--- config.mk ---
export PLATFORM = sky130hd
export DESIGN_NAME = pbc_power_budget
export DESIGN_NICKNAME = d
export VERILOG_FILES = /design/src/verilog/pbc_power_budget.v
export VERILOG_INCLUDE_DIRS = /design/src /design/src/verilog
export SDC_FILE = /design/constraint.sdc
export NUM_CORES = 1
export LEC_CHECK = 0
export BUFFER_PORTS_ARGS = -buffer_cell sky130_fd_sc_hd__buf_4
export CORE_ASPECT_RATIO = 0.9
export CORE_MARGIN = 3
export CORE_UTILIZATION = 35
export DETAILED_ROUTE_END_ITERATION = 12
export SLEW_MARGIN = 0
export SYNTH_ARGS = -nofsm -noshare
export SYNTH_HDL_FRONTEND = slang
export SYNTH_SLANG_ARGS = --single-unit
--- constraint.sdc ---
create_clock -name core_clk -period 2.64 [get_ports core_clk]
set_clock_uncertainty 0.15 [all_clocks]
set_input_delay 0.792 -clock core_clk [delete_from_list [all_inputs] [get_ports core_clk]]
set_output_delay 0.792 -clock core_clk [all_outputs]
set_load 0.005 [all_outputs]
--- src/verilog/pbc_regs.vh ---
// register offsets, field positions and reset values of the power budget capability group
// assumes a plain address/strobe register port with byte addresses, 32-bit data
`ifndef PBC_REGS_VH
`define PBC_REGS_VH

`define PBC_ADDR_W        12
`define PBC_OFS_HEADER    12'h20C
`define PBC_OFS_SELECT    12'h210
`define PBC_OFS_DATA      12'h214
`define PBC_OFS_SYSFLAG   12'h218
// sideband override port, offsets of our own
`define PBC_OVR_BASE      2'h0
`define PBC_OVR_SCALE     2'h1
`define PBC_OVR_STATE     2'h2
`define PBC_OVR_SYSFLAG   2'h3

`define PBC_CAP_ID        16'h0004
`define PBC_CAP_VER       4'h1
`define PBC_NEXT_UP       12'h230
`define PBC_NEXT_DN       12'h220

`define PBC_SEL_W         8
`define PBC_SEL_RST       8'h00
`define PBC_SEL_MAX       8'h00
`define PBC_SEL_SUST      8'h01

`define PBC_BASE_RST      8'h04
`define PBC_SCALE_RST     2'h0
`define PBC_SUB_RST       3'h0
`define PBC_STATE_RST     2'h0
`define PBC_TYPE_MAX      3'h7
`define PBC_TYPE_SUST     3'h1
`define PBC_RAIL_RST      3'h2
`define PBC_SYS_RST       1'h0

// padding used when words are assembled, and bit positions used when sideband data is taken
`define PBC_ZERO32        32'h00000000
`define PBC_SEL_PAD       24'h000000
`define PBC_DATA_PAD      11'h000
`define PBC_FLAG_PAD      31'h00000000
`define PBC_NARROW_MSB    1
`define PBC_FLAG_BIT      0

`endif
--- src/verilog/pbc_power_budget.v ---
// power budget extended capability register group of one switch port
// assumes a single core clock, a reset-synchronous-release port reset, and a
// sideband (serial management / eeprom loader) on the same clock driving overrides;
// the upstream strap comes from a pin and is synchronised here
`timescale 1ns/1ns
`include "pbc_regs.vh"

module pbc_power_budget
(
  // clock and reset
  input  wire                     core_clk,
  input  wire                     rstn,
  // port strap, sampled after reset release
  input  wire                     upstream_port,
  // register port
  input  wire [`PBC_ADDR_W-1:0]   reg_addr,
  input  wire [31:0]              reg_wdata,
  input  wire                     reg_wr,
  input  wire                     reg_rd,
  output reg  [31:0]              reg_rdata,
  // sideband default override
  input  wire                     ovr_wr,
  input  wire [1:0]               ovr_sel,
  input  wire [7:0]               ovr_data,
  // current selector, for the rest of the port
  output reg  [`PBC_SEL_W-1:0]    budget_sel
);

////////////////////////////////////////////////////////////////////////////////
// storage

// defaults that the sideband may replace; software only ever reads them
reg  [7:0]               base_power;
reg  [1:0]               data_scale;
reg  [1:0]               pm_state;
reg                      sys_alloc;

// strap synchroniser stages and the settled port kind
reg                      strap_s1;
reg                      strap_s2;
reg                      strap_s3;
reg                      is_upstream;

// read path
reg  [31:0]              next_rdata;
wire [31:0]              hdr_word;
wire [31:0]              sel_word;
wire [31:0]              entry_word;
wire [31:0]              flag_word;

// write path
wire                     sel_write;

////////////////////////////////////////////////////////////////////////////////
// decode helpers

// register offset match; shared by the write path and the read mux
function hit_reg;
  input [`PBC_ADDR_W-1:0] addr;
  input [`PBC_ADDR_W-1:0] ofs;
  begin
    hit_reg = (addr == ofs);
  end
endfunction

// sideband target match; each default has its own update process
function ovr_hit;
  input                  wr;
  input [1:0]            sel;
  input [1:0]            target;
  begin
    ovr_hit = wr && (sel == target);
  end
endfunction

// only two entries exist; every other index reports an empty budget
function entry_known;
  input [`PBC_SEL_W-1:0] sel;
  begin
    entry_known = (sel == `PBC_SEL_MAX) || (sel == `PBC_SEL_SUST);
  end
endfunction

// assembles the data word for the selected entry
function [31:0] data_word;
  input [`PBC_SEL_W-1:0] sel;
  input [7:0]            base;
  input [1:0]            scale;
  input [1:0]            state;
  reg   [2:0]            kind;
  begin
    if (sel == `PBC_SEL_SUST)
      kind = `PBC_TYPE_SUST;
    else
      kind = `PBC_TYPE_MAX;
    if (entry_known(sel))
      data_word = {`PBC_DATA_PAD,
                   `PBC_RAIL_RST,
                   kind,
                   state,
                   `PBC_SUB_RST,
                   scale,
                   base};
    else
      data_word = `PBC_ZERO32;
  end
endfunction

////////////////////////////////////////////////////////////////////////////////
// port strap

// the strap is a pin level from outside the clock domain; three stages keep a
// metastable first stage away from the pointer logic
always @(posedge core_clk or negedge rstn)
begin
  if (!rstn)
  begin
    strap_s1 <= 1'b0;
    strap_s2 <= 1'b0;
    strap_s3 <= 1'b0;
  end
  else
  begin
    strap_s1 <= upstream_port;
    strap_s2 <= strap_s1;
    strap_s3 <= strap_s2;
  end
end

// a strap change only counts once the last two stages agree; the pointer
// therefore settles a few cycles after reset release, not on the first edge
always @(posedge core_clk or negedge rstn)
begin
  if (!rstn)
    is_upstream <= 1'b0;
  else if (strap_s2 == strap_s3)
    is_upstream <= strap_s3;
end

////////////////////////////////////////////////////////////////////////////////
// software writes

// only the selector takes software writes; everything else is ignored
assign sel_write = reg_wr && hit_reg(reg_addr, `PBC_OFS_SELECT);

// upper write bits are dropped, so the reserved part can never be set
always @(posedge core_clk or negedge rstn)
begin
  if (!rstn)
    budget_sel <= `PBC_SEL_RST;
  else if (sel_write)
    budget_sel <= reg_wdata[`PBC_SEL_W-1:0];
end

////////////////////////////////////////////////////////////////////////////////
// sideband overrides

// base power in watts
always @(posedge core_clk or negedge rstn)
begin
  if (!rstn)
    base_power <= `PBC_BASE_RST;
  else if (ovr_hit(ovr_wr, ovr_sel, `PBC_OVR_BASE))
    base_power <= ovr_data;
end

// scale applied to the base power
always @(posedge core_clk or negedge rstn)
begin
  if (!rstn)
    data_scale <= `PBC_SCALE_RST;
  else if (ovr_hit(ovr_wr, ovr_sel, `PBC_OVR_SCALE))
    data_scale <= ovr_data[`PBC_NARROW_MSB:`PBC_FLAG_BIT];
end

// power-management state of the reported condition
always @(posedge core_clk or negedge rstn)
begin
  if (!rstn)
    pm_state <= `PBC_STATE_RST;
  else if (ovr_hit(ovr_wr, ovr_sel, `PBC_OVR_STATE))
    pm_state <= ovr_data[`PBC_NARROW_MSB:`PBC_FLAG_BIT];
end

// system-allocated flag; set by the loader when the platform already counts us
always @(posedge core_clk or negedge rstn)
begin
  if (!rstn)
    sys_alloc <= `PBC_SYS_RST;
  else if (ovr_hit(ovr_wr, ovr_sel, `PBC_OVR_SYSFLAG))
    sys_alloc <= ovr_data[`PBC_FLAG_BIT];
end

////////////////////////////////////////////////////////////////////////////////
// read words

// header: pointer, version and identifier are all fixed apart from the strap
assign hdr_word = {(is_upstream ? `PBC_NEXT_UP : `PBC_NEXT_DN),
                   `PBC_CAP_VER,
                   `PBC_CAP_ID};

// selector with its reserved upper part forced to zero
assign sel_word = {`PBC_SEL_PAD, budget_sel};

// budget entry picked by the selector
assign entry_word = data_word(budget_sel, base_power, data_scale, pm_state);

// system flag with its reserved upper part forced to zero
assign flag_word = {`PBC_FLAG_PAD, sys_alloc};

////////////////////////////////////////////////////////////////////////////////
// read mux

// unmapped offsets read as zero
always @*
begin
  next_rdata = `PBC_ZERO32;
  if (hit_reg(reg_addr, `PBC_OFS_HEADER))
  begin
    next_rdata = hdr_word;
  end
  else if (hit_reg(reg_addr, `PBC_OFS_SELECT))
  begin
    next_rdata = sel_word;
  end
  else if (hit_reg(reg_addr, `PBC_OFS_DATA))
  begin
    next_rdata = entry_word;
  end
  else if (hit_reg(reg_addr, `PBC_OFS_SYSFLAG))
  begin
    next_rdata = flag_word;
  end
  else
  begin
    next_rdata = `PBC_ZERO32;
  end
end

////////////////////////////////////////////////////////////////////////////////
// read data register

// read data stands only in the cycle after the strobe, zero otherwise; a
// quiet bus then never shows stale register contents
always @(posedge core_clk or negedge rstn)
begin
  if (!rstn)
  begin
    reg_rdata <= `PBC_ZERO32;
  end
  else if (reg_rd)
  begin
    reg_rdata <= next_rdata;
  end
  else
  begin
    reg_rdata <= `PBC_ZERO32;
  end
end

endmodule

==> impl_metrics.env, run 1 <==
export IMPL_synth_seq_area_share_pct=56.3
export IMPL_ctsResizeCount=0
export IMPL_ys_ff_latch=42
export IMPL_critPathArrivalTime_ps=2140
export IMPL_drv_slew=0
export IMPL_fmax_mhz=474
export IMPL_slowest_delay_ps=390
export IMPL_clock_sinks=42
export IMPL_final_cell_mix="63 x buf_4, 41 x dfrtp_1, 13 x mux2_2, 13 x conb_1"
export IMPL_final_antenna_net_count=0
export IMPL_worstSetupPathType="primary input to flop"
export IMPL_maxCapViolCount=0
export IMPL_fillers=479
export IMPL_start_util_pct=37.5
export IMPL_critPathCaptureType="flop"
export IMPL_routed_wl_mm=4.00
export IMPL_worstSetupStartpointType="primary input"
export IMPL_fin_tns_setup_ps=0
export IMPL_cts_root_buffer="clkbuf_8"
export IMPL_die_area_um2=6250
export IMPL_hpwl_mm=3.08
export IMPL_critical_path_required_ps=2670
export IMPL_cts_reportedPaths_clkPinSlew_ps=80
export IMPL_cp_cell_sequence="buf_4 -> nor4b_4 -> and4_1 -> buf_12 -> mux2_4"
export IMPL_clk_path_buf_depth=2
export IMPL_insertion_delay_ps=290
export IMPL_post_cts_buffers=0
export IMPL_p_per_area_nw_per_um2=518
export IMPL_peakVddDrop_mv=0.221
export IMPL_synth_top_cell_area_share_pct=54.9
export IMPL_drt_iter0_drc=20
export IMPL_final_common_cell="buf_4"
export IMPL_wl_per_cell_um=15.0
export IMPL_setup_viol=0
export IMPL_numPortBuffers=62
export IMPL_synth_top_cell_by_area="dfrtp_1"
export IMPL_hp_class="flop to flop"
export IMPL_p_leak_nw=1.22
export IMPL_drt_pre_antenna_iters=4
export IMPL_drive_gt1_share_pct=50.0
export IMPL_diodes=0
export IMPL_die_w_um=83.0
export IMPL_crit_fanout=7
export IMPL_dp_cells=259
export IMPL_rsz0062_at_grt="no"
export IMPL_nNetsFinal=261
export IMPL_setup_slack_ps=528
export IMPL_worstMarginPinSlew_ps=576
export IMPL_rows=24
export IMPL_stdcell_count=267
export IMPL_grt_pass1_wl_mm=6.57
export IMPL_pin_count=100
export IMPL_status="complete, no violations"
export IMPL_path_delay_family="simple AND/OR/NAND/NOR gates"
export IMPL_netlist_area_um2=1870
export IMPL_crit_buf_inv=2
export IMPL_place_ws_ps=233
export IMPL_synth_distinct_cells=32
export IMPL_yosys_top_cells_area="dfrtp_1 55%, mux2_2 7.8%, mux2_4 6.4%"
export IMPL_grt_usage_pct=13.5
export IMPL_cts_buffers=5
export IMPL_min_period_over_period_pct=80.0
export IMPL_vias=1276
export IMPL_vias_per_cell=4.78
export IMPL_p_total_mw=1.27
export IMPL_antenna_found_initial=0
export IMPL_drcViolationCount=0
export IMPL_hold_buffers=0
export IMPL_cts_tree="yes"
export IMPL_grt_max_degree=43
export IMPL_fin_crit_ps=2110
export IMPL_syn_area_per_cell_um2=13.8
export IMPL_die_y_um=75.3
export IMPL_fp_coreArea_um2=4980
export IMPL_critPathSlowestCell="nor4b_4"
export IMPL_netlist_instances=135
export IMPL_cts_htree_levels=2
export IMPL_yosysWarnings=0
export IMPL_hold_viol=0
export IMPL_grt_overflow_total=0
export IMPL_area_growth_pct=31.1
export IMPL_routabilityCongestion=0.740
export IMPL_first_global_vias=1341
export IMPL_slew_headroom_pct=61.5
==> synth_stat cells <==
cell type,number
and4_1,1
nor3b_2,1
nor4_2,1
buf_2,1
nand4_2,1
nor3b_1,1
a32oi_1,7
and2_1,1
nor3_1,5
dfrtp_1,41
mux2_2,13
nand4b_1,1
nor4_4,1
nand2b_1,1
and3b_1,2
maj3_1,1
nor2_1,8
nor2b_1,2
nor4b_4,3
mux2_4,8
dfstp_2,1
nand3_1,2
conb_1,1
o31ai_1,1
nand3b_1,2
o221ai_1,1
buf_6,1
nand2_1,1
buf_4,15
inv_1,6
nand2_2,1
nand4_1,3
==> through the flow <==
step	utilization [%]	hold slack (ps)	area [um^2]
floorplan	-	181	1910
global placement	47.3	191	2360
detailed placement	47.3	193	2360
CTS	49.1	210	2450
global route	49.1	222	2450
finish	49.1	207	2450
==> cell type report <==
| class | instances | area (um^2) | area share, % |
|---|---|---|---|
| repair buffers | 64 | 493 | 20.1 |
| clock inverters | 1 | 5.00 | 0.204 |
| clock buffers | 7 | 86.3 | 3.52 |
| inverters | 6 | 22.5 | 0.919 |
| flip-flops and latches | 42 | 1050 | 43.0 |
| multi-input cells | 82 | 709 | 29.0 |
| well taps | 65 | 81.3 | 3.32 |
==> where the power goes <==
part | switching, mW | leakage, nW | internal [mW] | total, mW
Sequential | 0.0222 | 0.549 | 0.687 | 0.710
Clock | 0.200 | 0.0482 | 0.211 | 0.410
Combinational | 0.0649 | 0.621 | 0.0852 | 0.150
Total | 0.287 | 1.22 | 0.983 | 1.27
==> metal layers <==
metal | global-route usage (%) | vias to the layer above | wire length [um]
met5 | 0 | - | 0
met4 | 3.45 | 0 | 15
met3 | 5.84 | 2 | 358
met2 | 22.4 | 57 | 1920
met1 | 16.5 | 629 | 1710
li1 | - | 588 | -
==> state kept, by name (all words and copies together), names as in the netlist <==
signal	count
reg_rdata	17
base_power	8
budget_sel	8
data_scale	2
pm_state	2
is_upstream	1
strap_s1	1
strap_s2	1
strap_s3	1
sys_alloc	1
==> path summary, 6_finish.rpt <==
check | slack [ps] | depth (start not counted) | to | start
max | 530 | 5 | budget_sel[1]$_DFFE_PN0P_ | reg_addr[8]
min | 210 | 0 | strap_s2$_DFF_PN0_ | strap_s1$_DFF_PN0_
max reg2reg | 910 | 3 | reg_rdata[8]$_DFF_PN0_ | budget_sel[1]$_DFFE_PN0P_
min reg2reg | 210 | 0 | strap_s2$_DFF_PN0_ | strap_s1$_DFF_PN0_
max in group asynchronous | 1650 | 1 | base_power[2]$_DFFE_PN1P_ | rstn
min in group asynchronous | 330 | 1 | is_upstream$_DFFE_PN0N_ | rstn
==> cell families after synthesis <==
group	count (synthesis)	share of synthesized area, %
AOI/OAI and AO/OA	9	4.15
other	1	0.201
buffers and inverters	23	8.10
and+or+nand+nor	38	16.4
DFF	42	56.3
muxes	21	14.3
adders and majority gates	1	0.536
(Power assumes the default switching activity.)
==> inputs of run 2 (changes only) <==
Clock period 2.64 ns to 2 ns, I/O delays scaled along.
==> run 2 against run 1 <==
Worst setup slack worse by 310 ps. Sequential power is 32% higher. First-iteration DRC count rose by 70%. Clock power up 55%. Die area unchanged. Core utilization increased by 1.5 points. Wire length is 1.7% higher. Via count increased by 1.5%. Sequential share of layout area shrank 1.3 points. Highest routed layer unchanged.
==> impl_metrics.env, run 2 (synthesis results as in run 1) <==
export IMPL_critical_path_required_ps=2020
export IMPL_cts_htree_levels=2
export IMPL_crit_cells=5
export IMPL_fillers=465
export IMPL_min_period_over_period_pct=89.1
export IMPL_reg_top3="reg_rdata (17), base_power (8), budget_sel (8)"
export IMPL_drcViolationCount=0
export IMPL_utilization_pct=50.7
export IMPL_die_y_um=75.3
export IMPL_post_cts_buffers=0
export IMPL_regArea_um2=1050
export IMPL_area_growth_pct=35.2
export IMPL_die_w_um=83.0
export IMPL_grt_usage_pct=13.3
export IMPL_slew_headroom_pct=66.5
export IMPL_crit_reg2reg_launch="budget_sel[4]$_DFFE_PN0P_"
export IMPL_dp_cells=267
export IMPL_die_area_um2=6250
export IMPL_status="complete, no violations"
export IMPL_cts_reportedPaths_clkPinSlew_ps=70
export IMPL_cp_cell_sequence="buf_4 -> nor4b_4 -> and4_1 -> buf_12 -> mux2_4"
export IMPL_crit_fanout=7
export IMPL_peakVddDrop_mv=0.405
export IMPL_clk_path_buf_depth=2
export IMPL_vias=1295
export IMPL_cts_tree="yes"
export IMPL_p_total_mw=1.77
export IMPL_path_delay_family="simple AND/OR/NAND/NOR gates"
export IMPL_drt_pre_antenna_iters=4
export IMPL_routed_wl_mm=4.07
export IMPL_p_leak_nw=1.26
export IMPL_nNetsFinal=269
export IMPL_p_per_area_nw_per_um2=703
export IMPL_antenna_found_initial=0
export IMPL_largest_reg_flops=17
export IMPL_critPathCaptureType="flop"
export IMPL_r2r_cells=3
export IMPL_multi_input_area_um2=709
export IMPL_hold_viol=0
export IMPL_final_cell_mix="71 x buf_4, 41 x dfrtp_1, 13 x mux2_2, 13 x conb_1"
export IMPL_cts_buffers=5
export IMPL_drive_gt1_share_pct=51.4
export IMPL_reg2reg_to="reg_rdata[16]$_DFF_PN0_"
export IMPL_cts_root_buffer="clkbuf_8"
export IMPL_diodes=0
export IMPL_ff2ff_setup_slack_ps=420
export IMPL_pin_count=100
export IMPL_setup_worst_path_start="reg_addr[8]"
export IMPL_insertion_delay_ps=280
export IMPL_hp_class="primary input to asynchronous set/reset pin"
export IMPL_slowest_delay_ps=340
export IMPL_start_util_pct=37.5
export IMPL_critPathSlowestCell="and4_1"
export IMPL_final_common_cell="buf_4"
export IMPL_critPathArrivalTime_ps=1810
export IMPL_endpoint="budget_sel[6]$_DFFE_PN0P_"
export IMPL_hold_buffers=0
export IMPL_stdcell_count=275
export IMPL_hpwl_mm=3.25
export IMPL_worstMarginPinSlew_ps=502
export IMPL_worstSetupPathType="primary input to flop"
export IMPL_fin_crit_ps=1780
export IMPL_worstSetupStartpointType="primary input"
export IMPL_crit_buf_inv=2
export IMPL_routabilityCongestion=0.782
export IMPL_grt_overflow_total=0
export IMPL_setup_viol=0
export IMPL_vias_per_cell=4.71
export IMPL_grt_pass1_wl_mm=6.47
export IMPL_ctsResizeCount=0
export IMPL_grt_max_degree=43
export IMPL_maxCapViolCount=0
export IMPL_fp_coreArea_um2=4980
export IMPL_largest_register="reg_rdata"
export IMPL_rows=24
export IMPL_clock_sinks=42
export IMPL_fmax_mhz=561
export IMPL_numPortBuffers=62
export IMPL_first_global_vias=1400
export IMPL_drt_iter0_drc=34
export IMPL_drv_slew=0
export IMPL_final_antenna_net_count=0
export IMPL_rsz0062_at_grt="no"
export IMPL_wl_per_cell_um=14.8
run 2: changes by cell type in the layout (fill, tap and decap cells not counted), sizes merged:
cell	previous run	this run
clkinv	1	0
bufinv	0	1
buf	64	72
run 2: metrics by stage:
step                      cell area, um^2  setup TNS (ps)  hold WS (ps)  setup WS, ps
after floorplan                      1910               0           154          97.8
after global placement               2420            -556           191         -65.1
after detailed placement             2420            -757           192         -79.8
after CTS                            2520               0           139           218
after global routing                 2520               0           160           119
final                                2520               0           136           218
run 2: where the power goes:
group	leakage [nW]	switching [mW]	internal [mW]
clock	0.0524	0.262	0.373
sequential	0.549	0.0295	0.907
combinational	0.660	0.0854	0.118
total	1.26	0.376	1.40
run 2: worst min-delay path by stage:
| stage | slack [ps] | to | start | cells after the start |
|---|---|---|---|---|
| 3_3_place_gp | 190 | strap_s2$_DFF_PN0_ | strap_s1$_DFF_PN0_ | 0 |
| 4_1_cts | 140 | strap_s1$_DFF_PN0_ | rstn | 1 |
| 5_1_grt | 160 | strap_s1$_DFF_PN0_ | rstn | 1 |
| 6_report | 140 | reg_rdata[19]$_DFF_PN0_ | rstn | 1 |
| 3_5_place_dp | 190 | strap_s2$_DFF_PN0_ | strap_s1$_DFF_PN0_ | 0 |
| 2_1_floorplan | 150 | base_power[0]$_DFFE_PN0P_ | rstn | 0 |
run 2: final cells by class:
type	count	share of cell area [%]
repair buffers	72	21.9
clock inverters	1	1.19
clock buffers	7	3.02
flip-flops and latches	42	41.7
inverters	6	0.892
multi-input cells	82	28.1
well taps	65	3.22
run 2: metal layers:
metal | GRT usage, % | vias to the layer above | part of all wire [%]
met2 | 23.2 | 61 | 51
met5 | 0 | - | 0
met4 | 5.44 | 0 | 0.88
met3 | 5.19 | 6 | 8.7
met1 | 14.9 | 626 | 40
li1 | - | 602 | -
==> inputs of run 3 (changes only) <==
Settings changed: ABC_AREA set to 1.
==> run 3 against run 2 <==
Wire length decreased by 2.7%. Clock power increased by 3%. Core utilization is 1.1 points lower. Flip-flop and latch count is the same. Non-clock buffer count is 8 lower. Clock-buffer cell count is 2 lower. First-iteration DRC count rose by 18%. Combinational power fell by 16%. Via count rose by 13%.
==> impl_metrics.env, run 3 <==
export IMPL_status="complete, no violations"
export IMPL_pin_count=100
export IMPL_worstSetupStartpointType="flop"
export IMPL_stdcell_count=338
export IMPL_yosys_top_cells_area="dfrtp_1 54%, nand2_1 10%, buf_4 6.3%"
export IMPL_drcViolationCount=0
export IMPL_numPortBuffers=62
export IMPL_grt_pass1_wl_mm=6.60
export IMPL_synth_top_cell_by_area="dfrtp_1"
export IMPL_p_comb_share_pct=9.7
export IMPL_holdWs_ps=129
export IMPL_drt_iter0_drc=40
export IMPL_worstSetupPathType="flop to primary output"
export IMPL_insertion_delay_ps=290
export IMPL_ff2ff_setup_slack_ps=600
export IMPL_seqPwrFrac_pct=53.0
export IMPL_netSwitchingPower_mw=0.395
export IMPL_path_delay_family="flip-flops"
export IMPL_fin_tns_setup_ps=0
export IMPL_area_growth_pct=31.0
export IMPL_ctsResizeCount=0
export IMPL_largest_reg_flops=17
export IMPL_clk_path_buf_depth=2
export IMPL_crit_buf_inv=1
export IMPL_antenna_found_initial=0
export IMPL_yosysWarnings=0
export IMPL_start_util_pct=37.8
export IMPL_vias=1464
export IMPL_drv_slew=0
export IMPL_nNetsFinal=332
export IMPL_wl_per_cell_um=11.7
export IMPL_crit_fanout=5
export IMPL_worstMarginPinSlew_ps=518
export IMPL_drive_gt1_share_pct=34.1
export IMPL_synth_compound_area_share_pct=3.21
export IMPL_yosys_area_share_simple_pct=25.6
export IMPL_slowest_delay_ps=440
export IMPL_fin_crit_ps=1630
export IMPL_swShare_pct=22.6
export IMPL_vias_per_cell=4.33
export IMPL_synthAdderAreaFrac_pct=0.525
export IMPL_critical_path_required_ps=1250
export IMPL_synth_xor_area_share_pct=0
export IMPL_clock_sinks=42
export IMPL_synth_mux_area_share_pct=3.54
export IMPL_p_per_area_nw_per_um2=700
export IMPL_place_area_um2=2390
export IMPL_synthTopCellsByCount="51 x nand2_1, 41 x dfrtp_1, 27 x inv_1"
export IMPL_rows=24
export IMPL_largest_register="reg_rdata"
export IMPL_clockPowerShare_pct=37.3
export IMPL_critPathCaptureType="primary output"
export IMPL_die_area_um2=6370
export IMPL_slew_headroom_pct=65.5
export IMPL_final_antenna_net_count=0
export IMPL_multi_input_area_um2=676
export IMPL_synth_seq_area_share_pct=55.1
export IMPL_regArea_um2=1050
export IMPL_design_area_um2=2500
export IMPL_drt_pre_antenna_iters=5
export IMPL_reg_top3="reg_rdata (17), base_power (8), budget_sel (8)"
export IMPL_dp_cells=330
export IMPL_fillers=485
export IMPL_die_y_um=76.0
export IMPL_ys_ff_latch=42
export IMPL_syn_area_per_cell_um2=9.26
export IMPL_maxCapViolCount=0
export IMPL_synth_most_common_cell="nand2_1"
export IMPL_critPathSlowestCell="dfrtp_1"
export IMPL_rsz0062_at_grt="no"
export IMPL_hp_class="primary input to asynchronous set/reset pin"
export IMPL_first_global_vias=1401
export IMPL_routabilityCongestion=0.750
export IMPL_ys_flop_type="dfrtp_1"
export IMPL_min_period_over_period_pct=81.5
export IMPL_cts_htree_levels=2
export IMPL_cts_reportedPaths_clkPinSlew_ps=70
export IMPL_final_common_cell="buf_4"
export IMPL_hold_buffers=0
export IMPL_p_leak_nw=1.40
export IMPL_cts_tree="yes"
export IMPL_final_cell_mix="64 x buf_4, 51 x nand2_1, 41 x dfrtp_1"
export IMPL_hpwl_mm=3.03
export IMPL_setup_viol=0
export IMPL_fmax_mhz=614
export IMPL_grt_overflow_total=0
export IMPL_grt_max_degree=43
export IMPL_synth_distinct_cells=26
export IMPL_fp_coreArea_um2=5040
export IMPL_synth_edf_count=0
export IMPL_grt_usage_pct=12.8
export IMPL_peakVddDrop_mv=0.281
export IMPL_netlist_area_um2=1910
export IMPL_synth_top_cell_area_share_pct=53.8
export IMPL_die_w_um=83.8
export IMPL_critPathArrivalTime_ps=880
export IMPL_routed_wl_mm=3.96
export IMPL_cp_cell_sequence="buf_4"
export IMPL_async_reset_ff_share_pct=100
export IMPL_cts_root_buffer="clkbuf_8"
export IMPL_netlist_instances=206
export IMPL_hold_viol=0
export IMPL_post_cts_buffers=0
export IMPL_synth_top_family_by_area="simple AND/OR/NAND/NOR gates"
export IMPL_p_int_mw=1.35
export IMPL_diodes=0
export IMPL_cts_buffers=5
run 3: cell count changes in the layout (fill, tap and decap cells not counted), sizes merged, moves of 3 or more:
cell	before	now
o21ai	0	8
nand4	4	7
buf	72	64
nor2	8	21
inv	6	27
a32oi	7	0
mux2	21	6
nand2	2	54
nor3	5	2
nand3	2	15
nor4b	3	0
run 3: area by class of cell:
type	count	share of cell area (%)
Sequential cell	42	42.1
Multi-Input combinational cell	132	27.0
Timing Repair Buffer	64	19.2
Inverter	27	4.05
Tap cell	65	3.25
Clock buffer	5	2.75
Clock inverter	3	1.60
run 3: stage by stage:
step	util (%)	worst slack [ps]	power, mW
after floorplan	-	394	1.04
after global placement	47.4	112	1.11
after detailed placement	47.4	98.1	1.12
after CTS	49.6	353	1.77
after global routing	49.6	292	1.83
final	49.6	371	1.75
run 3: logic make-up (layout without fill, tap and decap cells):
| family | count (synthesis) | in the layout |
|---|---|---|
| and+or+nand+nor | 101 | 101 |
| muxes | 6 | 6 |
| adders and majority gates | 1 | 1 |
| AOI/OAI and AO/OA | 11 | 11 |
| other | 1 | 13 |
| buffers and inverters | 44 | 99 |
| DFF | 42 | 42 |
run 3: metal layers:
| layer | track usage (%) | vias to the layer above | routed length, um |
|---|---|---|---|
| met5 | 0 | - | 0 |
| met4 | 3.38 | 0 | 35 |
| met3 | 4.86 | 5 | 321 |
| met2 | 19.3 | 48 | 1750 |
| met1 | 17.4 | 661 | 1860 |
| li1 | - | 750 | - |
run 3: power by group through the flow:
stage          registers (mW)  clock network [mW]  logic, mW
2_1_floorplan           0.938                   0      0.100
3_3_place_gp            0.945                   0      0.169
3_5_place_dp            0.946                   0      0.172
4_1_cts                 0.929               0.672      0.173
5_1_grt                 0.935               0.701      0.194
6_report                0.928               0.652      0.170
run 3: path summary, 6_finish.rpt:
kind	endpoint	cells after the start	from
setup / recovery	budget_sel[0]	1	budget_sel[0]$_DFFE_PN0P_
hold reg to reg	strap_s2$_DFF_PN0_	0	strap_s1$_DFF_PN0_
hold / removal	reg_rdata[17]$_DFF_PN0_	1	rstn
setup reg to reg	reg_rdata[16]$_DFF_PN0_	7	budget_sel[2]$_DFFE_PN0P_
max in group asynchronous	base_power[2]$_DFFE_PN1P_	1	rstn
min in group core_clk	strap_s2$_DFF_PN0_	0	strap_s1$_DFF_PN0_
